--- config.mk ---
export PLATFORM = sky130hd
export DESIGN_NAME = video_window_overlay_and_capture
export DESIGN_NICKNAME = d
export VERILOG_FILES = /design/src/pkg/vwo_pkg.sv /design/src/rtl/video_window_overlay_and_capture.sv
export SDC_FILE = /design/constraint.sdc
export NUM_CORES = 1
export LEC_CHECK = 0
export BUFFER_PORTS_ARGS = -buffer_cell sky130_fd_sc_hd__buf_2
export CAP_MARGIN = 5
export CORE_ASPECT_RATIO = 1.75
export CORE_MARGIN = 2
export CORE_UTILIZATION = 55
export CTS_CLUSTER_SIZE = 20
export DETAILED_ROUTE_END_ITERATION = 10
export PLACE_DENSITY = 0.84
export SLEW_MARGIN = 25
export SYNTH_ARGS = -nofsm -noshare
export SYNTH_HDL_FRONTEND = slang
export SYNTH_SLANG_ARGS = --single-unit
--- constraint.sdc ---
create_clock -name clk -period 7.9 [get_ports clk]
set_input_delay 0.79 -clock clk [delete_from_list [all_inputs] [get_ports clk]]
set_output_delay 0.79 -clock clk [all_outputs]
set_load 0.01 [all_outputs]
--- src/pkg/vwo_pkg.sv ---
// shared constants and types for the video window overlay and capture block
package vwo_pkg;
  // register indices on the plain register port
  localparam logic [7:0] A_HZOOM = 8'h00;
  localparam logic [7:0] A_VZOOM = 8'h01;
  localparam logic [7:0] A_KEYV = 8'h02;
  localparam logic [7:0] A_KEYM = 8'h03;
  localparam logic [7:0] A_SMIN = 8'h04;
  localparam logic [7:0] A_SMAX = 8'h05;
  localparam logic [7:0] A_TMIN = 8'h06;
  localparam logic [7:0] A_TMAX = 8'h07;
  localparam logic [7:0] A_BRIGHT = 8'h08;
  localparam logic [7:0] A_B1LO = 8'h09;
  localparam logic [7:0] A_B1MID = 8'h0A;
  localparam logic [7:0] A_B1HI = 8'h0B;
  localparam logic [7:0] A_B2LO = 8'h0C;
  localparam logic [7:0] A_B2MID = 8'h0D;
  localparam logic [7:0] A_B2HI = 8'h0E;
  localparam logic [7:0] A_WINCTL = 8'h0F;
  localparam logic [7:0] A_KEYCTL = 8'h10;
  localparam logic [7:0] A_CAPCTL = 8'h11;
  localparam logic [7:0] A_INCTL = 8'h12;
  localparam logic [7:0] A_STATUS = 8'h13;
  localparam int NREG = 19;
  localparam logic [7:0] REG_RESET = 8'h00;
  // field positions
  localparam int WC_OCCL = 7;
  localparam int WC_LREP = 4;
  localparam int WC_FMT = 1;
  localparam int KC_SRC = 5;
  localparam int KC_MODE = 3;
  localparam int CC_EN = 3;
  localparam int IC_FS = 7;
  localparam int IC_ALT = 2;
  localparam int B2_POL = 6;
  localparam int ST_ACTIVE = 0;
  localparam int ST_ODD = 1;
  localparam int ST_UNDER = 2;
  // display formats
  localparam logic [2:0] DF_YUV = 3'h0;
  localparam logic [2:0] DF_PACK = 3'h1;
  localparam logic [2:0] DF_LUT = 3'h2;
  localparam logic [2:0] DF_555 = 3'h4;
  localparam logic [2:0] DF_565 = 3'h5;
  // capture formats
  localparam logic [2:0] CF_YUV = 3'h0;
  localparam logic [2:0] CF_RGB = 3'h1;
  localparam logic [2:0] CF_PACK = 3'h2;
  localparam logic [2:0] CF_COMP = 3'h3;
  localparam logic [2:0] CF_LUMA = 3'h7;
  // key compare modes and input source
  localparam logic [1:0] KM_MASK8 = 2'h0;
  localparam logic [1:0] KM_FULL16 = 2'h1;
  localparam logic [1:0] KM_TOPBIT = 2'h3;
  localparam logic [1:0] SRC_VPORT = 2'h1;
  // zoom arithmetic
  localparam logic [8:0] ZOOM_UNITY = 9'h100;
  localparam logic [8:0] W_ROUND = 9'h020;
  localparam logic [2:0] W_FULL = 3'h4;
  localparam logic [4:0] PACK_LAST = 5'h03;

  typedef struct packed {logic [7:0] c0; logic [7:0] c1; logic [7:0] c2;} pix_t;
  typedef struct packed {logic valid; logic [15:0] data; pix_t lut;} vid_in_t;
  typedef struct packed {logic valid; logic inWindow; logic lineStart; logic [15:0] gfx;} disp_in_t;
  typedef struct packed {logic valid; logic showVideo; pix_t video; logic [15:0] gfx;} disp_out_t;
  typedef struct packed {logic vref; logic href; logic vact; logic [15:0] data;} cap_in_t;
  typedef struct packed {logic write; logic byteMode; logic [21:0] addr; logic [15:0] data;} cap_out_t;
endpackage

--- src/rtl/video_window_overlay_and_capture.sv ---
// video window zoom, overlay keying, brightness and field capture
//
// How it works
// - horizontal and vertical zoom codes give factor 256 over code.
// - zoom code zero means one-to-one, zoom off.
// - horizontal zoom always interpolates with five weight levels.
// - vertical line replication when select bit set, else interpolation weight.
// - occlusion picks video or graphics per pixel, inside window only.
// - key source bit: zero keys graphics, one keys video ranges.
// - graphics key match shows video, otherwise graphics.
// - mode 00 is 8-bit compare, mask ones ignore key bits.
// - mode 01 is 16-bit compare, key low byte, mask high byte.
// - mode 11 compares mask bit 7 with pixel bit 15; 10 reserved.
// - video key tests three components against min/max pairs.
// - video key test before zoom, after lookup or packed expansion.
// - all components inside inclusive ranges shows graphics instead.
// - 5-bit brightness added to luma of YUV pixels in window.
// - packed 4:1:1 expands to YUV 4:2:2 and shows only in window.
// - capture needs enable and video port source, starts next vertical pulse.
// - capture every field, odd only or even only.
// - alternate bit, with field select set, takes every other selected field.
// - capture format codes; reserved codes store nothing.
// - buffer starts from bits 21:3, low three bits zero.
// - window display format codes; reserved codes show graphics.
//
// Decided for this implementation: the register offsets and strobed register access.
module video_window_overlay_and_capture (
  input wire logic clk,
  input wire logic rst_n,
  input wire logic [7:0] regAddr,
  input wire logic [7:0] regWdata,
  input wire logic regWrite,
  input wire logic regRead,
  output logic [7:0] regRdata,
  input wire vwo_pkg::vid_in_t vidIn,
  output logic vidReady,
  input wire vwo_pkg::disp_in_t dispIn,
  output vwo_pkg::disp_out_t dispOut,
  output logic vLineAdvance,
  output logic [2:0] vWeight,
  input wire vwo_pkg::cap_in_t capIn,
  output vwo_pkg::cap_out_t capOut,
  output logic [21:0] displayBase
);
  typedef struct packed {
    logic [vwo_pkg::NREG-1:0][7:0] regs;
    logic [7:0] rdata;
    logic under;
    // source conversion
    logic [7:0] heldU;
    logic [7:0] heldV;
    logic [1:0] chromaCnt;
    // horizontal zoom engine
    vwo_pkg::pix_t pixA;
    vwo_pkg::pix_t pixB;
    logic hitA;
    logic hitB;
    logic validA;
    logic validB;
    logic ready;
    logic [7:0] hPhase;
    vwo_pkg::disp_out_t dout;
    // vertical zoom
    logic [7:0] vPhase;
    logic lineAdv;
    logic [2:0] vW;
    // capture
    logic vrefPrev;
    logic enPrev;
    logic armed;
    logic take;
    logic odd;
    logic altSkip;
    vwo_pkg::cap_out_t cout;
    logic [21:0] dispBase;
  } state_t;

  state_t cur;
  state_t next_cur;

  // combinational helpers
  logic [2:0] dfmt;
  logic [2:0] cfmt;
  logic [1:0] kmode;
  logic occl;
  logic keySrc;
  logic capOn;
  vwo_pkg::pix_t srcPix;
  logic srcHit;
  logic accept;
  logic [8:0] hStep;
  logic [8:0] vStep;
  logic [8:0] hSum;
  logic [8:0] vSum;
  logic [2:0] hW;
  logic gMatch;
  vwo_pkg::pix_t mixPix;
  logic mixHit;
  logic [8:0] bright;
  logic [21:0] capBase;
  logic fieldOdd;
  logic fieldMatch;

  // weighted average of two component bytes, weight 0..4 toward b
  function automatic logic [7:0] blend(input logic [7:0] a, input logic [7:0] b, input logic [2:0] w);
    logic [10:0] acc;
    acc = 11'({a} * (vwo_pkg::W_FULL - w)) + 11'({b} * w);
    return acc[9:2];
  endfunction

  // inclusive range test
  function automatic logic inRange(input logic [7:0] v, input logic [7:0] lo, input logic [7:0] hi);
    return (v >= lo) && (v <= hi);
  endfunction

  always_comb begin
    next_cur = cur;
    dfmt = cur.regs[vwo_pkg::A_WINCTL][vwo_pkg::WC_FMT +: 3];
    cfmt = cur.regs[vwo_pkg::A_CAPCTL][2:0];
    kmode = cur.regs[vwo_pkg::A_KEYCTL][vwo_pkg::KC_MODE +: 2];
    occl = cur.regs[vwo_pkg::A_WINCTL][vwo_pkg::WC_OCCL];
    keySrc = cur.regs[vwo_pkg::A_KEYCTL][vwo_pkg::KC_SRC];
    capOn = cur.regs[vwo_pkg::A_CAPCTL][vwo_pkg::CC_EN]
      && (cur.regs[vwo_pkg::A_INCTL][1:0] == vwo_pkg::SRC_VPORT);

    // register port: read data one cycle after the strobe
    next_cur.rdata = 8'h00;
    if (regRead) begin
      if (regAddr < 8'(vwo_pkg::NREG)) begin
        next_cur.rdata = cur.regs[regAddr[4:0]];
      end else if (regAddr == vwo_pkg::A_STATUS) begin
        next_cur.rdata = {5'h00, cur.under, cur.odd, cur.take};
      end
    end
    if (regWrite && regAddr < 8'(vwo_pkg::NREG)) begin
      next_cur.regs[regAddr[4:0]] = regWdata;
    end

    // source conversion to three components
    srcPix = '0;
    case (dfmt)
      vwo_pkg::DF_YUV: begin
        srcPix.c0 = vidIn.data[15:8];
        srcPix.c1 = cur.chromaCnt[0] ? cur.heldU : vidIn.data[7:0];
        srcPix.c2 = cur.chromaCnt[0] ? vidIn.data[7:0] : cur.heldV;
      end
      vwo_pkg::DF_PACK: begin // expand group of four to 4:2:2
        srcPix.c0 = vidIn.data[15:8];
        srcPix.c1 = (cur.chromaCnt == 2'h0) ? vidIn.data[7:0] : cur.heldU;
        srcPix.c2 = (cur.chromaCnt == 2'h1) ? vidIn.data[7:0] : cur.heldV;
      end
      vwo_pkg::DF_LUT: srcPix = vidIn.lut; // key after palette lookup
      vwo_pkg::DF_555: srcPix = {vidIn.data[14:10], 3'h0, vidIn.data[9:5], 3'h0, vidIn.data[4:0], 3'h0};
      vwo_pkg::DF_565: srcPix = {vidIn.data[15:11], 3'h0, vidIn.data[10:5], 2'h0, vidIn.data[4:0], 3'h0};
      default: srcPix = '0;
    endcase
    // video range key on the source pixel, before zoom
    srcHit = inRange(srcPix.c0, cur.regs[vwo_pkg::A_KEYV], cur.regs[vwo_pkg::A_KEYM])
      && inRange(srcPix.c1, cur.regs[vwo_pkg::A_SMIN], cur.regs[vwo_pkg::A_SMAX])
      && inRange(srcPix.c2, cur.regs[vwo_pkg::A_TMIN], cur.regs[vwo_pkg::A_TMAX]);

    accept = vidIn.valid && cur.ready;
    if (accept) begin
      if (dfmt == vwo_pkg::DF_PACK) begin
        next_cur.chromaCnt = (cur.chromaCnt == vwo_pkg::PACK_LAST[1:0]) ? 2'h0 : cur.chromaCnt + 2'h1;
      end else begin
        next_cur.chromaCnt = {1'b0, ~cur.chromaCnt[0]};
      end
      next_cur.heldU = srcPix.c1;
      next_cur.heldV = srcPix.c2;
      if (!cur.validA) begin
        next_cur.pixA = srcPix;
        next_cur.hitA = srcHit;
        next_cur.validA = 1'b1;
      end else begin
        next_cur.pixB = srcPix;
        next_cur.hitB = srcHit;
        next_cur.validB = 1'b1;
      end
    end

    // horizontal zoom: phase step is the code, zero means unity
    hStep = (cur.regs[vwo_pkg::A_HZOOM] == 8'h00) ? vwo_pkg::ZOOM_UNITY : {1'b0, cur.regs[vwo_pkg::A_HZOOM]};
    hSum = {1'b0, cur.hPhase} + hStep;
    hW = 3'((9'(cur.hPhase) + vwo_pkg::W_ROUND) >> 6); // five levels 0..4
    mixPix.c0 = blend(cur.pixA.c0, cur.pixB.c0, hW);
    mixPix.c1 = blend(cur.pixA.c1, cur.pixB.c1, hW);
    mixPix.c2 = blend(cur.pixA.c2, cur.pixB.c2, hW);
    mixHit = (hW < 3'h2) ? cur.hitA : cur.hitB;

    // graphics color key by compare mode
    case (kmode)
      vwo_pkg::KM_MASK8: gMatch = ((dispIn.gfx[7:0] ^ cur.regs[vwo_pkg::A_KEYV])
        & ~cur.regs[vwo_pkg::A_KEYM]) == 8'h00;
      vwo_pkg::KM_FULL16: gMatch = dispIn.gfx == {cur.regs[vwo_pkg::A_KEYM], cur.regs[vwo_pkg::A_KEYV]};
      vwo_pkg::KM_TOPBIT: gMatch = dispIn.gfx[15] == cur.regs[vwo_pkg::A_KEYM][7];
      default: gMatch = 1'b0; // reserved mode never matches
    endcase

    // brightness on luma of YUV pixels, saturating
    bright = {1'b0, mixPix.c0} + {4'h0, cur.regs[vwo_pkg::A_BRIGHT][4:0]};

    // display output, paced by the refresh path
    next_cur.dout.valid = dispIn.valid;
    if (dispIn.valid) begin
      next_cur.dout.gfx = dispIn.gfx;
      next_cur.dout.video = mixPix;
      next_cur.dout.showVideo = 1'b0;
      if (dispIn.inWindow) begin // video only inside the window
        if (cur.validA && cur.validB) begin
          if ((dfmt == vwo_pkg::DF_YUV) || (dfmt == vwo_pkg::DF_PACK)) begin
            next_cur.dout.video.c0 = bright[8] ? 8'hFF : bright[7:0];
          end
          if (dfmt == 3'h3 || dfmt > vwo_pkg::DF_565) begin
            next_cur.dout.showVideo = 1'b0; // reserved format
          end else if (!occl) begin
            next_cur.dout.showVideo = 1'b1;
          end else if (!keySrc) begin
            next_cur.dout.showVideo = gMatch;
          end else begin
            next_cur.dout.showVideo = !mixHit;
          end
          next_cur.hPhase = hSum[7:0];
          if (hSum[8]) begin
            next_cur.pixA = cur.pixB;
            next_cur.hitA = cur.hitB;
            next_cur.validB = 1'b0;
          end
        end else begin
          next_cur.under = 1'b1; // starved: show graphics, flag it
        end
      end
    end
    next_cur.ready = !next_cur.validB;

    // underrun flag: write one clears, a new underrun wins
    if (regWrite && regAddr == vwo_pkg::A_STATUS && regWdata[vwo_pkg::ST_UNDER]
        && !(dispIn.valid && dispIn.inWindow && !(cur.validA && cur.validB))) begin
      next_cur.under = 1'b0;
    end

    // vertical zoom per display line
    vStep = (cur.regs[vwo_pkg::A_VZOOM] == 8'h00) ? vwo_pkg::ZOOM_UNITY : {1'b0, cur.regs[vwo_pkg::A_VZOOM]};
    vSum = {1'b0, cur.vPhase} + vStep;
    next_cur.lineAdv = 1'b0;
    if (dispIn.valid && dispIn.lineStart) begin
      next_cur.vPhase = vSum[7:0];
      next_cur.lineAdv = vSum[8];
      if (cur.regs[vwo_pkg::A_WINCTL][vwo_pkg::WC_LREP]) begin
        next_cur.vW = 3'h0; // replicate lines
      end else begin
        next_cur.vW = 3'((9'(vSum[7:0]) + vwo_pkg::W_ROUND) >> 6); // interpolate
      end
    end

    // capture field control
    next_cur.vrefPrev = capIn.vref;
    next_cur.enPrev = capOn;
    fieldOdd = capIn.href ^ cur.regs[vwo_pkg::A_B2HI][vwo_pkg::B2_POL];
    fieldMatch = !cur.regs[vwo_pkg::A_INCTL][vwo_pkg::IC_FS] || fieldOdd;
    if (capOn && !cur.enPrev) begin
      next_cur.armed = 1'b1; // wait for the next vertical pulse
    end
    if (!capOn) begin
      next_cur.armed = 1'b0;
      next_cur.take = 1'b0;
      next_cur.altSkip = 1'b0;
    end else if (cur.vrefPrev && !capIn.vref) begin
      next_cur.odd = fieldOdd;
      next_cur.armed = 1'b0;
      next_cur.take = 1'b0;
      if (fieldMatch) begin
        if (cur.regs[vwo_pkg::A_INCTL][vwo_pkg::IC_ALT] && cur.regs[vwo_pkg::A_INCTL][vwo_pkg::IC_FS]) begin
          next_cur.take = !cur.altSkip; // every other selected field
          next_cur.altSkip = !cur.altSkip;
        end else begin
          next_cur.take = 1'b1;
        end
      end
      next_cur.cout.addr = capBase;
    end

    // capture data formatting and store
    next_cur.cout.write = 1'b0;
    if (cur.take && capIn.vact) begin
      case (cfmt)
        vwo_pkg::CF_YUV, vwo_pkg::CF_RGB, vwo_pkg::CF_PACK: begin
          next_cur.cout.write = 1'b1;
          next_cur.cout.byteMode = 1'b0;
          next_cur.cout.data = capIn.data;
        end
        vwo_pkg::CF_COMP: begin // compress to one byte per pixel
          next_cur.cout.write = 1'b1;
          next_cur.cout.byteMode = 1'b1;
          next_cur.cout.data = {8'h00, capIn.data[15:11], capIn.data[7:5]};
        end
        vwo_pkg::CF_LUMA: begin // luma bytes only
          next_cur.cout.write = 1'b1;
          next_cur.cout.byteMode = 1'b1;
          next_cur.cout.data = {8'h00, capIn.data[15:8]};
        end
        default: next_cur.cout.write = 1'b0; // reserved: nothing stored
      endcase
      if (cur.cout.write) begin
        next_cur.cout.addr = cur.cout.addr + (cur.cout.byteMode ? 22'h000001 : 22'h000002);
      end
    end

    // display buffer start, low three bits zero
    next_cur.dispBase = {cur.regs[vwo_pkg::A_B1HI][3:0], cur.regs[vwo_pkg::A_B1MID],
      cur.regs[vwo_pkg::A_B1LO][7:1], 3'h0};
  end

  // capture buffer start, low three bits zero
  assign capBase = {cur.regs[vwo_pkg::A_B2HI][3:0], cur.regs[vwo_pkg::A_B2MID],
    cur.regs[vwo_pkg::A_B2LO][7:1], 3'h0};

  // state register
  always_ff @(posedge clk or negedge rst_n) begin
    if (!rst_n) begin
      cur <= '0;
    end else begin
      cur <= next_cur;
    end
  end

  // outputs straight from state
  assign regRdata = cur.rdata;
  assign vidReady = cur.ready;
  assign dispOut = cur.dout;
  assign vLineAdvance = cur.lineAdv;
  assign vWeight = cur.vW;
  assign capOut = cur.cout;
  assign displayBase = cur.dispBase;
endmodule
==> qor.yml <==
sta:
  rsz0062_at_grt: "false"
  tightestPinTransition_ns: 1.021
  fin_setup_tns_ns: 0
  fmax_mhz: 140.9
  period_share_pct: 89.82
  slew_viol_final: 0
  finalCriticalPeriod_ns: 7.096
  fin_skew_ns: 0.02713
  slew_headroom_pct: 31.70
  hold_viol_final: 0
  setup_viol: 0
floorplan:
  die_h_um: 283.8
  rows: 102
  fp.dieArea_sq_um: 46520
  fp.coreArea_sq_um: 44160
  ios: 216
  dieWidth_um: 163.9
  initial_core_util_pct: 55.73
synth:
  synth_cell_types: 66
  avgSynthCellArea_sq_um: 9.962
  synthArstFlopShare_pct: 100.0
  synth-warning-count: 0
  syn_area_sq_um: 24610
  yosys_register_bits: 357
  synthCells: 2470
  ys_seq_area_share_pct: 36.30
  ys.flop_type: "dfrtp_1"
  synth_edf_count: 0
final_layout:
  final_nets: 2876
  ff_latch_area_sq_um: 8934
  area_delta_synth_final_pct: 7.881
  multi_input_area_sq_um: 13410
  n_fill_cell: 3536
  drive_above_1_share_pct: 19.58
clock_network:
  postCtsSetupBuffers: 0
  cts_resized: 0
  cts.htree.levels: 2
  insertion_delay_ns: 0.57
  cts_tree: "yes"
  path_clk_slew_ns: 0.07
  cts_buffers: 35
  clock_path_buffers: 3
  holdBufCountCts: 0
  root_buffer: "clkbuf_16"
  cts_sinks: 357
global_route:
  first_global_vias: 19720
  grt_max_degree: 184
  antenna_found_initial: 2
  grt_pass1_wl_mm: 104.1
  track_usage_pct: 28.78
  overflow: 0
route:
  first_pass_iters: 7
  wl_per_cell_um: 21.21
  drt_iter0_drc: 1318
  vias: 18566
  via_per_inst: 5.966
  drc: 0
  drt-total-wl_mm: 65.99
  drtAntennaViolNets: 0
power:
  power_density_nw_per_um2: 369.9
  ir_drop_v: 0.0003477
  p_leak_nw: 13.36
  power_mw: 9.819
job:
  drv_cap: 0
min_path:
  hp-class: "input port to async pin"
worst_setup_path:
  crit_fanout: 29
  endpoint_kind: "flop"
  cp-start-kind: "flop"
  cp_data_required_time_ns: 8.31
  crit_arrival_ns: 7.51
  crit_type: "flop to flop"
run_status:
  status: "finished clean"
placed_design:
  gp_congestion: 0.9779
  portBuffers: 212
  hpwlAfterDp_mm: 49.51
## Yosys cell counts, types with 4 or more instances
library cell	count	area [sq um]
nand4_1	8	50.05
mux4_2	33	743.2
nand2_1	272	1021
nand2b_1	17	106.4
nor4_1	5	31.28
a22oi_1	11	82.58
o22ai_1	25	156.4
nand3_1	20	100.1
nor2_1	109	409.1
clkbuf_1	95	356.6
o22a_1	8	70.07
a211oi_1	16	120.1
and4_1	5	43.79
o21a_1	12	90.09
a21oi_1	67	335.3
mux2_2	153	1723
xor2_1	25	219.0
o31ai_1	4	30.03
o21bai_1	4	30.03
a21o_1	29	217.7
a222oi_1	10	100.1
inv_1	248	930.9
nor2b_1	28	175.2
mux2i_1	38	380.4
buf_1	13	48.80
xnor2_1	57	499.2
and3_1	11	68.82
buf_2	7	35.03
o211ai_1	4	30.03
a311oi_1	7	61.31
a22o_1	10	87.58
o21ai_0	206	1031
nor3_1	28	140.1
dfrtp_1	357	8934
buf_4	115	863.3
fa_1	119	2382
ha_1	145	1814
a31oi_1	5	31.28
and2_1	99	619.3
## sequential cells by signal (all words and copies together), names as in the netlist, 3 cells and up
signal	cells
capBase	19
capOut	40
cfmt	3
cur	221
dispOut	42
displayBase	19
regRdata	8
vWeight	3
## metrics by stage
step | area (sq um) | std cells | setup slack [ns] | hold slack (ns) | util [%]
5_1_grt | 26540 | 3111 | 0.3664 | 0.3455 | 60.11
3_3_place_gp | 25260 | 3047 | 1.111 | 0.3744 | 57.21
6_report | 26550 | 3112 | 0.8039 | 0.2841 | 60.12
3_5_place_dp | 25270 | 3047 | 0.8979 | 0.3793 | 57.23
4_1_cts | 26510 | 3109 | 0.8293 | 0.3268 | 60.04
2_1_floorplan | 24610 | 2472 | 1.258 | 0.3638 | -
## routing by layer
| layer | global-route usage (%) | routed length [um] | vias up |
|---|---|---|---|
| li1 | - | - | 8285 |
| met4 | 23.25 | 6247 | 0 |
| met1 | 29.02 | 21560 | 9157 |
| met5 | 0 | 0 | - |
| met3 | 4.531 | 3431 | 325 |
| met2 | 51.40 | 34750 | 799 |
## cell families (layout without fill, tap and decap cells)
kind of cell	count (synthesis)	after routing	share of synthesized area (%)
AOI/OAI and AO/OA	436	436	10.76
xor gates and xnor gates	85	85	3.193
adders and majority gates	264	264	17.05
buffers and inverters	483	549	9.269
DFF	357	357	36.30
muxes	224	224	11.57
other	1	5	0.01524
and+or+nand+nor	620	620	11.83
## area by class of cell
type / instances / share of cell area [%]
diodes: 2 / 0.01885
clock buffers: 42 / 3.624
clock inverters: 20 / 1.065
inverters: 250 / 3.554
multi-input cells: 1632 / 50.53
flip-flops and latches: 357 / 33.65
well taps: 572 / 2.696
repair buffers: 237 / 4.864
## worst max-delay path: stages, from the launching register on
cell and delay (ns):
dfrtp_1 0.43, ha_1 0.24, xor2_1 0.14, buf_4 0.31, inv_1 0.08, ha_1 0.24
xnor2_1 0.56, and2_1 0.24, fa_1 0.43, ha_1 0.32, fa_1 0.47, fa_1 0.55
inv_1 0.05, fa_1 0.53, inv_1 0.04, ha_1 0.35, o21ai_0 0.28, nor2_1 0.12
nor2_1 0.19, ha_1 0.29, a21oi_1 0.24, nor2b_1 0.08, o21a_1 0.21, and3_4 0.21
nor3_1 0.21, o22ai_1 0.13
## final timing paths
kind,start,endpoint,slack (ns),cells after the start
max,cur[127]$_DFFE_PN0P_,dispOut[35]$_DFFE_PN0P_,0.80,25
min,rst_n,dispOut[4]$_DFFE_PN0P_,0.28,1
max reg2reg,cur[127]$_DFFE_PN0P_,dispOut[35]$_DFFE_PN0P_,0.80,25
min reg2reg,cur[283]$_DFFE_PN0P_,displayBase[3]$_DFF_PN0_,0.40,0
max in group asynchronous,rst_n,dispOut[35]$_DFFE_PN0P_,6.10,3
min in group clk,capIn[18],cur[67]$_DFF_PN0_,0.36,1
## power breakdown
part	switching, mW	leakage [nW]	internal [mW]	total (mW)
clock network	0.787	0.602	1.05	1.83
logic	3.11	8.23	2.39	5.50
registers	0.326	4.53	2.16	2.49
## cells in the final DEF, fill, tap and decap left out, types with 99 or more instances in the layout
| master | count |
|---|---|
| dfrtp_1 | 357 |
| nand2_1 | 271 |
| inv_1 | 248 |
| buf_2 | 211 |
| o21ai_0 | 206 |
| mux2_2 | 153 |
| ha_1 | 145 |
| fa_1 | 119 |
| nor2_1 | 107 |
| and2_1 | 99 |
Power figures use the tool's default switching activity.
